`config.mk`:
```
export PLATFORM = sky130hd
export DESIGN_NAME = bsd_top
export DESIGN_NICKNAME = d
export VERILOG_FILES = /design/src/core/bsd_pkg.sv /design/src/core/bsd_region_decode.sv /design/src/core/bsd_secure_regs.sv /design/src/core/bsd_top.sv
export SDC_FILE = /design/constraint.sdc
export NUM_CORES = 1
export LEC_CHECK = 0
export BUFFER_PORTS_ARGS = -buffer_cell sky130_fd_sc_hd__buf_2
export CAP_MARGIN = 20
export CORE_MARGIN = 2
export CORE_UTILIZATION = 30
export DETAILED_ROUTE_END_ITERATION = 10
export PLACE_DENSITY = 0.56
export REMOVE_ABC_BUFFERS = 1
export SLEW_MARGIN = 20
export SYNTH_ARGS = -nofsm -noshare
export SYNTH_HDL_FRONTEND = slang
export SYNTH_SLANG_ARGS = --single-unit
```
`constraint.sdc`:
```
create_clock -name clk -period 2.9 [get_ports clk]
set_clock_uncertainty 0.05 [all_clocks]
set_input_delay 0.58 -clock clk [delete_from_list [all_inputs] [get_ports clk]]
set_output_delay 0.58 -clock clk [all_outputs]
set_load 0.1 [all_outputs]
```
`src/core/bsd_pkg.sv`:
```
// bsd_pkg: address windows, target codes and carriers of the
// boot secure address decoder.
// assumes one clock; all users reference names as bsd_pkg::name.
package bsd_pkg;

  // decoded targets
  typedef enum logic [3:0] {
    TGT_NONE     = 4'h0,
    TGT_ROM      = 4'h1,
    TGT_SRAM     = 4'h2,
    TGT_SRAM_BB  = 4'h3,
    TGT_PERI_BB  = 4'h4,
    TGT_FLASH_SP = 4'h5,
    TGT_GEN_SP   = 4'h6,
    TGT_PRCM     = 4'h7,
    TGT_HASH     = 4'h8,
    TGT_AES      = 4'h9,
    TGT_DES      = 4'hA,
    TGT_IRQ_CTRL = 4'hB,
    TGT_SECURE   = 4'hC
  } bsd_tgt_t;

  typedef enum logic {MST_CPU = 1'b0, MST_DMA = 1'b1} bsd_mst_t;
  typedef enum logic {PH_INIT = 1'b0, PH_APP = 1'b1} bsd_phase_t;

  typedef struct packed {
    bsd_mst_t master;
    logic write;
    logic [31:0] addr;
    logic [31:0] wdata;
  } bsd_req_t;

  typedef struct packed {
    logic err;
    logic [31:0] rdata;
  } bsd_rsp_t;

  // address windows, inclusive
  localparam logic [31:0] ROM_LO = 32'h0000_0000;
  localparam logic [31:0] ROM_HI = 32'h0007_FFFF;
  localparam logic [31:0] SRAM_LO = 32'h2000_0000;
  localparam logic [31:0] SRAM_HI = 32'h2003_FFFF;
  localparam logic [31:0] SRAM_BB_LO = 32'h2200_0000;
  localparam logic [31:0] SRAM_BB_HI = 32'h23FF_FFFF;
  localparam logic [31:0] SRAM_BB_TGT = 32'h2000_0000;
  localparam logic [31:0] PERI_BB_LO = 32'h4200_0000;
  localparam logic [31:0] PERI_BB_HI = 32'h43FF_FFFF;
  localparam logic [31:0] PERI_BB_TGT = 32'h4000_0000;
  localparam logic [31:0] FLASH_SP_LO = 32'h4402_0000;
  localparam logic [31:0] FLASH_SP_HI = 32'h4402_0FFF;
  localparam logic [31:0] GEN_SP_LO = 32'h4402_1000;
  localparam logic [31:0] GEN_SP_HI = 32'h4402_2FFF;
  localparam logic [31:0] PRCM_LO = 32'h4402_D000;
  localparam logic [31:0] PRCM_HI = 32'h4402_DFFF;
  localparam logic [31:0] HASH_LO = 32'h4403_5000;
  localparam logic [31:0] HASH_HI = 32'h4403_5FFF;
  localparam logic [31:0] AES_LO = 32'h4403_7000;
  localparam logic [31:0] AES_HI = 32'h4403_7FFF;
  localparam logic [31:0] DES_LO = 32'h4403_9000;
  localparam logic [31:0] DES_HI = 32'h4403_9FFF;
  localparam logic [31:0] IRQ_CTRL_LO = 32'hE000_E000;
  localparam logic [31:0] IRQ_CTRL_HI = 32'hE000_EFFF;
  localparam logic [31:0] TRACE_RSV_LO = 32'hE004_1000;
  localparam logic [31:0] TRACE_RSV_HI = 32'hE004_1FFF;
  localparam logic [31:0] SEC_LO = 32'h4402_6000;
  localparam logic [31:0] SEC_HI = 32'h4402_6FFF;

  // secure register word indexes and reset values
  localparam logic [1:0] SEC_FLAG_IDX = 2'h0;
  localparam logic [1:0] SEC_CPU_IDX = 2'h1;
  localparam logic [1:0] SEC_DMA_IDX = 2'h2;
  localparam logic [7:0] CPU_MID_RST = 8'h01;
  localparam logic [7:0] DMA_MID_RST = 8'h02;

  // sram retention in 64KB banks
  localparam int unsigned RET_BANKS = 4;
  localparam logic [3:0] RET_ALL = 4'hF;

  function automatic logic in_win(input logic [31:0] a,
                                  input logic [31:0] lo,
                                  input logic [31:0] hi);
    return (a >= lo) && (a <= hi);
  endfunction

  // alias word n addresses bit n%8 of byte n/8
  function automatic logic [31:0] bb_target(input logic [31:0] base,
                                            input logic [31:0] a);
    return base + {12'h000, a[24:5]};
  endfunction

endpackage

```
`src/core/bsd_region_decode.sv`:
```
// bsd_region_decode: combinational map of an address to a target.
// assumes the caller applies phase, master and alias checks.
`timescale 1ns/1ps
module bsd_region_decode (
  input wire logic [31:0] addr,
  output bsd_pkg::bsd_tgt_t tgt
);

  always_comb begin
    tgt = bsd_pkg::TGT_NONE;
    if (bsd_pkg::in_win(addr, bsd_pkg::ROM_LO, bsd_pkg::ROM_HI)) begin
      tgt = bsd_pkg::TGT_ROM;
    end else if (bsd_pkg::in_win(addr, bsd_pkg::SRAM_LO,
                                 bsd_pkg::SRAM_HI)) begin
      tgt = bsd_pkg::TGT_SRAM;
    end else if (bsd_pkg::in_win(addr, bsd_pkg::SRAM_BB_LO,
                                 bsd_pkg::SRAM_BB_HI)) begin
      tgt = bsd_pkg::TGT_SRAM_BB;
    end else if (bsd_pkg::in_win(addr, bsd_pkg::PERI_BB_LO,
                                 bsd_pkg::PERI_BB_HI)) begin
      tgt = bsd_pkg::TGT_PERI_BB;
    end else if (bsd_pkg::in_win(addr, bsd_pkg::FLASH_SP_LO,
                                 bsd_pkg::FLASH_SP_HI)) begin
      tgt = bsd_pkg::TGT_FLASH_SP;
    end else if (bsd_pkg::in_win(addr, bsd_pkg::GEN_SP_LO,
                                 bsd_pkg::GEN_SP_HI)) begin
      tgt = bsd_pkg::TGT_GEN_SP;
    end else if (bsd_pkg::in_win(addr, bsd_pkg::PRCM_LO,
                                 bsd_pkg::PRCM_HI)) begin
      tgt = bsd_pkg::TGT_PRCM;
    end else if (bsd_pkg::in_win(addr, bsd_pkg::HASH_LO,
                                 bsd_pkg::HASH_HI)) begin
      tgt = bsd_pkg::TGT_HASH;
    end else if (bsd_pkg::in_win(addr, bsd_pkg::AES_LO,
                                 bsd_pkg::AES_HI)) begin
      tgt = bsd_pkg::TGT_AES;
    end else if (bsd_pkg::in_win(addr, bsd_pkg::DES_LO,
                                 bsd_pkg::DES_HI)) begin
      tgt = bsd_pkg::TGT_DES;
    end else if (bsd_pkg::in_win(addr, bsd_pkg::IRQ_CTRL_LO,
                                 bsd_pkg::IRQ_CTRL_HI)) begin
      tgt = bsd_pkg::TGT_IRQ_CTRL;
    end else if (bsd_pkg::in_win(addr, bsd_pkg::SEC_LO,
                                 bsd_pkg::SEC_HI)) begin
      tgt = bsd_pkg::TGT_SECURE;
    end
    // trace reserve falls through to none
  end

endmodule

```
`src/core/bsd_secure_regs.sv`:
```
// bsd_secure_regs: first-boot flag and master identities.
// assumes wr_en is already gated by the boot phase; srst is power-on.
`timescale 1ns/1ps
module bsd_secure_regs (
  input wire logic clk,
  input wire logic srst,
  input wire logic wr_en,
  input wire logic [1:0] idx,
  input wire logic [31:0] wdata,
  output logic flag,
  output logic [7:0] cpu_mid,
  output logic [7:0] dma_mid,
  output logic [31:0] rdata
);

  logic next_flag;
  logic [7:0] next_cpu_mid;
  logic [7:0] next_dma_mid;

  always_comb begin
    next_flag = flag;
    next_cpu_mid = cpu_mid;
    next_dma_mid = dma_mid;
    rdata = 32'h0000_0000;
    case (idx)
      bsd_pkg::SEC_FLAG_IDX: begin
        rdata = {31'h0000_0000, flag};
        // software may only clear the flag
        if (wr_en) begin
          next_flag = flag & wdata[0];
        end
      end
      bsd_pkg::SEC_CPU_IDX: begin
        rdata = {24'h00_0000, cpu_mid};
        if (wr_en) begin
          next_cpu_mid = wdata[7:0];
        end
      end
      bsd_pkg::SEC_DMA_IDX: begin
        rdata = {24'h00_0000, dma_mid};
        if (wr_en) begin
          next_dma_mid = wdata[7:0];
        end
      end
      default: ;
    endcase
  end

  // only power-on reset sets the flag
  always_ff @(posedge clk) begin
    if (srst) begin
      flag <= 1'b1;
      cpu_mid <= bsd_pkg::CPU_MID_RST;
      dma_mid <= bsd_pkg::DMA_MID_RST;
    end else begin
      flag <= next_flag;
      cpu_mid <= next_cpu_mid;
      dma_mid <= next_dma_mid;
    end
  end

endmodule

```
`src/core/bsd_top.sv`:
```
// bsd_top: system address decoder with boot-phase security gate.
// assumes srst is power-on reset and self_rst_req is the core's own
// reset request; each request is answered on the next clock, except one made while self_rst_req is high, which gets no answer.
//
// How it works
// - rom answers at 0x0000_0000 to 0x0007_FFFF.
// - sram answers at 0x2000_0000 to 0x2003_FFFF, 256KB.
// - 0x2200_0000..0x23FF_FFFF aliases single bits of 0x2000_0000 up.
// - 0x4200_0000..0x43FF_FFFF aliases single bits of peripherals.
// - 0x4402_0000..0x4402_0FFF goes to flash serial port.
// - 0x4402_1000..0x4402_2FFF goes to general serial port.
// - 0x4402_D000..0x4402_DFFF goes to power reset clock manager.
// - crypto range holds hash, aes, des apertures of 4KB each.
// - 0xE000_E000..0xE000_EFFF goes to interrupt controller for the processor core; transfer engine refused.
// - trace window 0xE004_1000..0xE004_1FFF stays unmapped.
// - sram retention in deep sleep chosen in 64KB steps.
// - transfer engine may read and write sram.
// - init phase has full access; app phase runs user code.
// - power-on reset sets the first-boot flag.
// - rom entry stub reads the flag to pick boot kind.
// - secure region reachable only in device-init phase.
// - flag set means device-init code runs from rom.
// - first boot clears flag and changes both master identities.
// - flag and identities live in the secure region.
// - self reset starts second boot, flag not set again.
// - second boot sees flag clear and new identity.
// - after second boot secure region blocked until power cycle.
`timescale 1ns/1ps
module bsd_top (
  input wire logic clk,
  input wire logic srst,
  input wire logic req_valid,
  input wire bsd_pkg::bsd_req_t req,
  input wire logic self_rst_req,
  input wire logic sleep_enter,
  input wire logic sleep_exit,
  input wire logic [2:0] retain_steps,
  output logic rsp_valid,
  output bsd_pkg::bsd_rsp_t rsp,
  output bsd_pkg::bsd_tgt_t tgt_sel,
  output logic [31:0] tgt_addr,
  output logic [2:0] tgt_bit,
  output logic tgt_write,
  output logic [31:0] tgt_wdata,
  output logic core_rst,
  output logic boot_first,
  output logic init_phase,
  output logic [7:0] cpu_mid,
  output logic [7:0] dma_mid,
  output logic [3:0] sram_retain
);

  bsd_pkg::bsd_tgt_t dec_tgt;
  bsd_pkg::bsd_phase_t phase;
  bsd_pkg::bsd_phase_t next_phase;
  logic sec_wr;
  logic [31:0] sec_rdata;
  logic deny;
  logic next_rsp_valid;
  bsd_pkg::bsd_rsp_t next_rsp;
  bsd_pkg::bsd_tgt_t next_tgt_sel;
  logic [31:0] next_tgt_addr;
  logic [2:0] next_tgt_bit;
  logic next_tgt_write;
  logic [31:0] next_tgt_wdata;
  logic next_core_rst;
  logic [3:0] next_sram_retain;

  bsd_region_decode u_decode (
    .addr(req.addr),
    .tgt(dec_tgt)
  );

  bsd_secure_regs u_secure (
    .clk(clk),
    .srst(srst),
    .wr_en(sec_wr),
    .idx(req.addr[3:2]),
    .wdata(req.wdata),
    .flag(boot_first),
    .cpu_mid(cpu_mid),
    .dma_mid(dma_mid),
    .rdata(sec_rdata)
  );

  // request gate and routing
  always_comb begin
    deny = 1'b0;
    sec_wr = 1'b0;
    next_rsp_valid = 1'b0;
    next_rsp = '0;
    next_tgt_sel = bsd_pkg::TGT_NONE;
    next_tgt_addr = 32'h0000_0000;
    next_tgt_bit = 3'h0;
    next_tgt_write = 1'b0;
    next_tgt_wdata = 32'h0000_0000;
    if (req_valid && !self_rst_req) begin
      next_rsp_valid = 1'b1;
      next_tgt_sel = dec_tgt;
      next_tgt_addr = req.addr;
      next_tgt_write = req.write;
      next_tgt_wdata = req.wdata;
      case (dec_tgt)
        bsd_pkg::TGT_SRAM_BB: begin
          // alias to sram byte and bit
          next_tgt_addr = bsd_pkg::bb_target(bsd_pkg::SRAM_BB_TGT,
                                             req.addr);
          next_tgt_bit = req.addr[4:2];
          if (next_tgt_addr > bsd_pkg::SRAM_HI) begin
            deny = 1'b1;
          end
        end
        bsd_pkg::TGT_PERI_BB: begin
          // alias to peripheral byte and bit
          next_tgt_addr = bsd_pkg::bb_target(bsd_pkg::PERI_BB_TGT,
                                             req.addr);
          next_tgt_bit = req.addr[4:2];
        end
        bsd_pkg::TGT_IRQ_CTRL: begin
          if (req.master == bsd_pkg::MST_DMA) begin
            deny = 1'b1;
          end
        end
        bsd_pkg::TGT_SECURE: begin
          // secure region open in init phase
          if (phase == bsd_pkg::PH_INIT) begin
            sec_wr = req.write;
            if (!req.write) begin
              next_rsp.rdata = sec_rdata;
            end
          end else begin
            deny = 1'b1;
          end
        end
        bsd_pkg::TGT_NONE: begin
          deny = 1'b1;
        end
        default: ;
      endcase
      if (deny) begin
        next_rsp.err = 1'b1;
        next_rsp.rdata = 32'h0000_0000;
        next_tgt_sel = bsd_pkg::TGT_NONE;
        next_tgt_addr = 32'h0000_0000;
        next_tgt_bit = 3'h0;
        next_tgt_write = 1'b0;
        next_tgt_wdata = 32'h0000_0000;
      end
    end
  end

  always_ff @(posedge clk) begin
    if (srst) begin
      rsp_valid <= 1'b0;
      rsp <= '0;
      tgt_sel <= bsd_pkg::TGT_NONE;
      tgt_addr <= 32'h0000_0000;
      tgt_bit <= 3'h0;
      tgt_write <= 1'b0;
      tgt_wdata <= 32'h0000_0000;
    end else begin
      rsp_valid <= next_rsp_valid;
      rsp <= next_rsp;
      tgt_sel <= next_tgt_sel;
      tgt_addr <= next_tgt_addr;
      tgt_bit <= next_tgt_bit;
      tgt_write <= next_tgt_write;
      tgt_wdata <= next_tgt_wdata;
    end
  end

  // boot phase and core self reset
  always_comb begin
    next_phase = phase;
    next_core_rst = self_rst_req;
    // self reset leaves flag, picks next phase
    if (self_rst_req) begin
      // flag still set keeps device-init phase
      if (boot_first) begin
        next_phase = bsd_pkg::PH_INIT;
      end else begin
        next_phase = bsd_pkg::PH_APP;
      end
    end
  end

  always_ff @(posedge clk) begin
    if (srst) begin
      phase <= bsd_pkg::PH_INIT;
      init_phase <= 1'b1;
      core_rst <= 1'b0;
    end else begin
      phase <= next_phase;
      init_phase <= (next_phase == bsd_pkg::PH_INIT);
      core_rst <= next_core_rst;
    end
  end

  // deep sleep retention banks
  always_comb begin
    next_sram_retain = sram_retain;
    if (sleep_enter) begin
      next_sram_retain = 4'h0;
      for (int i = 0; i < bsd_pkg::RET_BANKS; i++) begin
        if (i < int'(retain_steps)) begin
          next_sram_retain[i] = 1'b1;
        end
      end
    end else if (sleep_exit) begin
      next_sram_retain = bsd_pkg::RET_ALL;
    end
  end

  always_ff @(posedge clk) begin
    if (srst) begin
      sram_retain <= bsd_pkg::RET_ALL;
    end else begin
      sram_retain <= next_sram_retain;
    end
  end

  logic go;
  assign go = req_valid && !self_rst_req;
endmodule

```
Word level (Yosys, flattened, before mapping)
Index checks and enable logic that the tools add are counted.
{ "classes": {"multipliers": 0, "n_reduce_logical": 25, "order_cmp": 29, "n_shift": 0, "n_div": 0, "n_eq_ne": 6, "bitwise": 5, "n_mux": 35, "addsub": 2} }
{ "op_table": {"columns": ["operator", "count"], "rows": [
  ["32-bit by 31-bit greater-or-equal comparator with 1-bit output, second input constant", 8],
  ["32-bit by 31-bit <= comparator with 1-bit output, second input constant", 8],
  ["32-bit 2-to-1 mux", 3],
  ["32-bit by 30-bit greater-or-equal comparator with 1-bit output, second input constant", 2],
  ["32-bit by 30-bit <= comparator with 1-bit output, second input constant", 2],
  ["32-bit one-hot mux with 2 select lines", 1],
  ["4-bit 2-to-1 mux", 14],
  ["33-bit 2-to-1 mux", 1],
  ["31-bit by 20-bit adder with 32-bit output, first input constant", 1],
  ["32-bit by 1-bit greater-or-equal comparator with 1-bit output, second input constant", 1],
  ["32-bit greater-or-equal comparator, second input constant", 1],
  ["32-bit by 19-bit <= comparator with 1-bit output, second input constant", 1],
  ["32-bit <= comparator, second input constant", 1],
  ["30-bit by 20-bit adder with 31-bit output, first input constant", 1],
  ["31-bit by 30-bit > comparator with 1-bit output, second input constant", 1],
  ["8-bit one-hot mux with 3 select lines", 1],
  ["1-bit 2-to-1 mux", 14],
  ["1-bit logical AND", 13],
  ["4-bit == test, second input constant", 2],
  ["1-bit by 3-bit < comparator with 1-bit output, first input constant", 2],
  ["2-bit by 3-bit < comparator with 1-bit output, first input constant", 2],
  ["2-bit AND reduction", 3],
  ["6-bit OR reduction", 1],
  ["4-bit by 2-bit == test with 1-bit output, second input constant", 1],
  ["other kinds (13)", 17]
]} }
{ "totals": {"mem_bits_ro": 0, "word_cells": 117, "inputBits": 75, "out_inout_bits": 129, "latchBits": 0, "regBits": 130, "mem_count": 0, "mem_bits_rw": 0} }

Depth between registers and ports, before layout
{ "logic_depth": {"ltp_word": 18, "depth_mapped": 9, "ltp_nobuf": 6} }

By module
From an unflattened synthesis, not the netlist that was laid out.
{ "unflattened": {"hier_cells": 515, "hier_area_um2": 5183.7} }
{ "by_module_without_submodules": {"columns": ["module", "cells_per_inst", "area_per_inst_um2", "seq_area_each_um2", "n_inst"], "rows": [
  ["bsd_top", 347, 3768.6, 2262.2, 1],
  ["bsd_secure_regs", 108, 1011.0, 340.3, 1],
  ["bsd_region_decode", 60, 404.1, 0.0, 1]
]} }

Worst setup path after synthesis
Ideal clock, no wire load.
{ "synth_timing": {"kind": "input port to flip-flop", "start": "in req[55] (netlist bit)", "end": "reg tgt_addr[0]", "path_slack_ns": 0.172, "required_ns": 2.718, "stages": 8, "path_buffers": 2, "setup_ns": 0.132, "t_arrival_ns": 2.546, "cell_sequence": "or4_1 -> clkbuf_1 -> nor4_2 -> nor2_1 -> a211o_1 -> nor4_4 -> buf_2 -> nor3_1"} }
{ "synth_via": {"elab_chain_cells": 18, "word_cells_on_any_way": 60, "cone_classes": "add/sub (1); order compare (25); eq/ne (4); mux (16); reduce/logical (14)"} }
{ "synth_lines": {"columns": ["item", "line", "source"], "rows": [
  ["from (decl)", "bsd_top.sv:33", "input wire bsd_pkg::bsd_req_t req,"],
  ["32-bit by 31-bit greater-or-equal comparator with 1-bit output / 32-bit by 31-bit <= comparator with 1-bit output (equally long branches)", "bsd_pkg.sv:82", "return (a >= lo) && (a <= hi);"],
  ["1-bit logical AND", "bsd_pkg.sv:82", null],
  ["4-bit 2-to-1 mux", "bsd_region_decode.sv:43", "end else if (bsd_pkg::in_win(addr, bsd_pkg::SEC_LO,"],
  ["4-bit 2-to-1 mux", "bsd_region_decode.sv:40", "end else if (bsd_pkg::in_win(addr, bsd_pkg::IRQ_CTRL_LO,"],
  ["4-bit 2-to-1 mux", "bsd_region_decode.sv:37", "end else if (bsd_pkg::in_win(addr, bsd_pkg::DES_LO,"],
  ["4-bit 2-to-1 mux", "bsd_region_decode.sv:34", "end else if (bsd_pkg::in_win(addr, bsd_pkg::AES_LO,"],
  ["4-bit 2-to-1 mux", "bsd_region_decode.sv:31", "end else if (bsd_pkg::in_win(addr, bsd_pkg::HASH_LO,"],
  ["4-bit 2-to-1 mux", "bsd_region_decode.sv:28", "end else if (bsd_pkg::in_win(addr, bsd_pkg::PRCM_LO,"],
  ["[... 2 more ...]", null, null],
  ["4-bit 2-to-1 mux", "bsd_region_decode.sv:19", "end else if (bsd_pkg::in_win(addr, bsd_pkg::PERI_BB_LO,"],
  ["4-bit 2-to-1 mux", "bsd_region_decode.sv:16", "end else if (bsd_pkg::in_win(addr, bsd_pkg::SRAM_BB_LO,"],
  ["4-bit 2-to-1 mux", "bsd_region_decode.sv:13", "end else if (bsd_pkg::in_win(addr, bsd_pkg::SRAM_LO,"],
  ["4-bit 2-to-1 mux", "bsd_region_decode.sv:11", "if (bsd_pkg::in_win(addr, bsd_pkg::ROM_LO, bsd_pkg::ROM_HI)) begin"],
  ["4-bit == test (tied with other cells)", "bsd_top.sv:103", "case (dec_tgt)"],
  ["1-bit one-hot mux with 4 select lines", "bsd_top.sv:103", null],
  ["1-bit 2-to-1 mux", "bsd_top.sv:97", "if (req_valid && !self_rst_req) begin"],
  ["3-bit OR reduction (no source line)", null, null],
  ["to (signal assigned)", "bsd_top.sv:165", "tgt_addr <= next_tgt_addr;"],
  ["to (decl)", "bsd_top.sv:41", "output logic [31:0] tgt_addr,"]
]} }
Parallel ways exist; a longest one is shown, timed or not. The select of a mux whose other input is x is not followed.
A chain may end at the register's enable or synchronous reset.

Worst setup path after layout
{ "layout_timing": {"start": "in req[55] (netlist bit)", "end": "reg tgt_wdata[5]"} }
{ "layout_via": {"elab_chain_cells": 18, "word_cells_on_any_way": 58, "cone_classes": "add/sub (1); order compare (25); eq/ne (3); mux (15); reduce/logical (14)"} }
{ "layout_lines": {"columns": ["item", "line", "source"], "rows": [
  ["32-bit by 31-bit greater-or-equal comparator with 1-bit output / 32-bit by 31-bit <= comparator with 1-bit output (equally long branches)", "bsd_pkg.sv:82", null],
  ["1-bit logical AND", "bsd_pkg.sv:82", null],
  ["4-bit 2-to-1 mux", "bsd_region_decode.sv:43", null],
  ["4-bit 2-to-1 mux", "bsd_region_decode.sv:40", null],
  ["4-bit 2-to-1 mux", "bsd_region_decode.sv:37", null],
  ["4-bit 2-to-1 mux", "bsd_region_decode.sv:34", null],
  ["4-bit 2-to-1 mux", "bsd_region_decode.sv:31", null],
  ["4-bit 2-to-1 mux", "bsd_region_decode.sv:28", null],
  ["[... 2 more ...]", null, null],
  ["4-bit 2-to-1 mux", "bsd_region_decode.sv:19", null],
  ["4-bit 2-to-1 mux", "bsd_region_decode.sv:16", null],
  ["4-bit 2-to-1 mux", "bsd_region_decode.sv:13", null],
  ["4-bit 2-to-1 mux", "bsd_region_decode.sv:11", null],
  ["4-bit == test (tied with other cells)", "bsd_top.sv:103", null],
  ["1-bit one-hot mux with 4 select lines (*)", "bsd_top.sv:103", null],
  ["1-bit 2-to-1 mux (*)", "bsd_top.sv:97", null],
  ["3-bit OR reduction (no source line) (*)", null, null],
  ["to (signal assigned)", "bsd_top.sv:168", "tgt_wdata <= next_tgt_wdata;"],
  ["to (decl)", "bsd_top.sv:44", "output logic [31:0] tgt_wdata,"]
]} }
Every way passes the cells marked *; elsewhere a longest branch is shown, timed or not. The select of a mux whose other input is x is not followed.

==> qor.csv <==
metric,value,unit
gp_congestion,0.796,
max_slew_margin,32.2,%
slowest_delay,0.61,ns
drc,0,
start_util,30.8,%
htreeDepth,3,
r2r-start,phase$_SDFF_PP0_,
power,0.00326,W
fmaxAchievable,376,MHz
min_from,req[36],
tightest_slew,1.02,ns
avgRoutedWirePerCell,14.8,um
powerDensity,578,nW/um^2
hold_viol,0,
cts_tree,yes,
hpwl,8770,um
status,"finished, final reports clean",
synth-edff-count,0,
clkTransAtPathRegs,0.07,ns
cp_top_family,simple AND/OR/NAND/NOR gates,
cts_inserted_buffers,9,
syn_area,4070,sq um
grt.total_usage,16.3,%
max_cap_viol_count,0,
hold_path_depth,3,
start_kind,input port,
grt_pass1_vias,3489,
totalWireLength,11700,um
yosys.area.top_type,dfxtp_1,
synth_top_cell_area_share,52.1,%
synth_seq_area_share,52.1,%
period_minus_slack,2.66,ns
die_h,121,um
worstPathCellList,buf_2 > or4_1 > nor4_2 > nor2_1 > a211o_1 > nor4_4 > buf_4 > nor3b_1,
cts_resized,0,
min_to,tgt_bit[2]$_SDFF_PP0_,
antenna_found_initial,0,
die_w,121,um
drtIter0Drc,127,
crit_arrival,2.86,ns
ant_nets,0,
path_max_fanout,12,
syn_inst,413,
overflow,0,
grt_max_degree,38,
final_area,5630,sq um
rsz0062_at_grt,false,
vdd_ir_drop_max,0.000236,V
syn_avg_cell_area,9.86,sq um
cp.required,3.09,ns
finalMaxSlewViolations,0,
leakage,2.71,nW
core,13200,sq um
yosysWarnings,0,
cts_sinks,106,
hold_buffers,0,
r2r_slack,1.35,ns
nets,690,
crit_buf_inv,2,
layout.cells.non_filler,796,
row_count,42,
rr_worst_depth,4,
io_pins,204,
drive_above_1_share,38.7,%
area_growth,38.2,%
worstSkewPairLatency,0.35,ns
synth_area_leaders,"dfxtp_1 (52%), mux2i_1 (7.6%), nor3b_1 (6.8%)",
cts_buffer_depth,2,
synth_top_flop_cell,dfxtp_1,
cpMaxStageDelayCell,or4_1,
setup_viol,0,
grt_pass1_wl,18300,um
port_buffers,179,
antenna_cells,0,
rr_endpoint,tgt_addr[26]$_SDFF_PP0_,
firstDrtPassIters,6,
ys_types,45,
tns,0,ns
crit_type,in2reg,
dpl_cell_area,5300,sq um
cp-end-kind,flop,
hp-class,in2reg,
vias,3655,
fin_crit_sh,91.8,%
synthArstFlopShare,0,%
dpl.cell_count,780,
synth_seq_cells,106,
cts_setup_buffers,0,
cts_root_buffer,clkbuf_16,
dieArea,14500,sq um
viasPerCell,4.59,
[kinds of logic (layout without fill, tap and decap cells)]
group	after synthesis	count (layout)	share of synthesized area [%]
simple gates	174	174	25.3
flops	106	106	52.1
buf+inv	58	234	7.77
compound gates	42	42	6.88
mux	31	31	7.62
other cells	1	32	0.0921
xor+xnor	1	1	0.215
[worst min-delay path, delay by kind of cell]
| kind | cells | cell delay [ns] |
|---|---|---|
| and+or+nand+nor | 1 | 0.04 |
| buffers and inverters | 2 | 0.16 |
[registers in the layout (all words and copies together) (netlist names), 3 cells and up]
name	cells
rsp	9
sram_retain	4
tgt_addr	32
tgt_bit	3
tgt_sel	4
tgt_wdata	32
u_secure.cpu_mid	8
u_secure.dma_mid	8
[synthesized netlist by cell type, types with 5 or more instances]
master    instances
dfxtp_1         106
nor2_1           37
nor3b_1          37
nor3_1           35
mux2i_1          31
buf_4            24
clkbuf_1         19
a21oi_1          16
nand2_1          11
nor4_1           10
inv_1             8
a22oi_1           7
nand3_1           7
buf_2             6
or2_2             5
[final cells by class]
type | count | area [sq um]
Clock buffer | 10 | 239
Clock inverter | 6 | 95.1
Fill cell | 1347 | 7610
Inverter | 8 | 30.0
Multi-Input combinational cell | 280 | 1760
Sequential cell | 106 | 2120
Tap cell | 176 | 220
Timing Repair Buffer | 210 | 1170
[routing by layer]
layer	share of wire (%)	GRT usage (%)
met5	0	0
met3	8.1	4.43
met2	45	25.8
met4	1.4	5.74
met1	46	21.3
[cell usage in the layout (no fill, tap or decap), drive strengths merged, types with 3 or more instances in the layout]
| cell | synthesis | routed |
|---|---|---|
| nor4 | 12 | 12 |
| or2 | 5 | 5 |
| conb | 1 | 32 |
| nand2 | 11 | 11 |
| o21a | 3 | 3 |
| or4 | 4 | 4 |
| nand2b | 3 | 3 |
| dfxtp | 106 | 106 |
| and3 | 3 | 3 |
| nand3b | 3 | 3 |
| mux2i | 31 | 31 |
| clkbuf | 20 | 10 |
| a211o | 3 | 3 |
| nor2b | 4 | 4 |
| o21ai | 4 | 4 |
| nand3 | 7 | 7 |
| a21oi | 16 | 16 |
| nor3b | 37 | 37 |
| nor2 | 37 | 37 |
| a22oi | 7 | 7 |
| buf | 30 | 210 |
| inv | 8 | 10 |
| nor3 | 35 | 35 |
| nor4b | 4 | 4 |
[through the flow]
| stage | hold WS (ns) | utilization (%) | setup WS (ns) |
|---|---|---|---|
| after detailed placement | 0.410 | 40.0 | -0.168 |
| after global routing | 0.412 | 42.5 | 0.102 |
| after global placement | 0.407 | 40.0 | -0.110 |
| after floorplan | 0.432 | - | -0.922 |
| final | 0.412 | 42.5 | 0.239 |
| after CTS | 0.399 | 42.5 | 0.210 |
[worst max-delay path by stage]
stage,startpoint,end,slack [ns],depth (start not counted)
5_1_grt,req[55],tgt_wdata[2]$_SDFF_PP0_,0.10,9
6_report,req[55],tgt_wdata[5]$_SDFF_PP0_,0.24,8
3_3_place_gp,req[55],tgt_wdata[3]$_SDFF_PP0_,-0.11,8
4_1_cts,req[55],tgt_wdata[26]$_SDFF_PP0_,0.21,8
2_1_floorplan,req[55],tgt_addr[19]$_SDFF_PP0_,-0.92,6
3_5_place_dp,req[55],tgt_wdata[26]$_SDFF_PP0_,-0.17,8
[power by group]
group | switching [W] | internal, W
logic | 0.000326 | 0.0000929
clock network | 0.000578 | 0.000790
registers | 0.00000339 | 0.00147
Note: power is estimated with default switching activity, not from simulation.
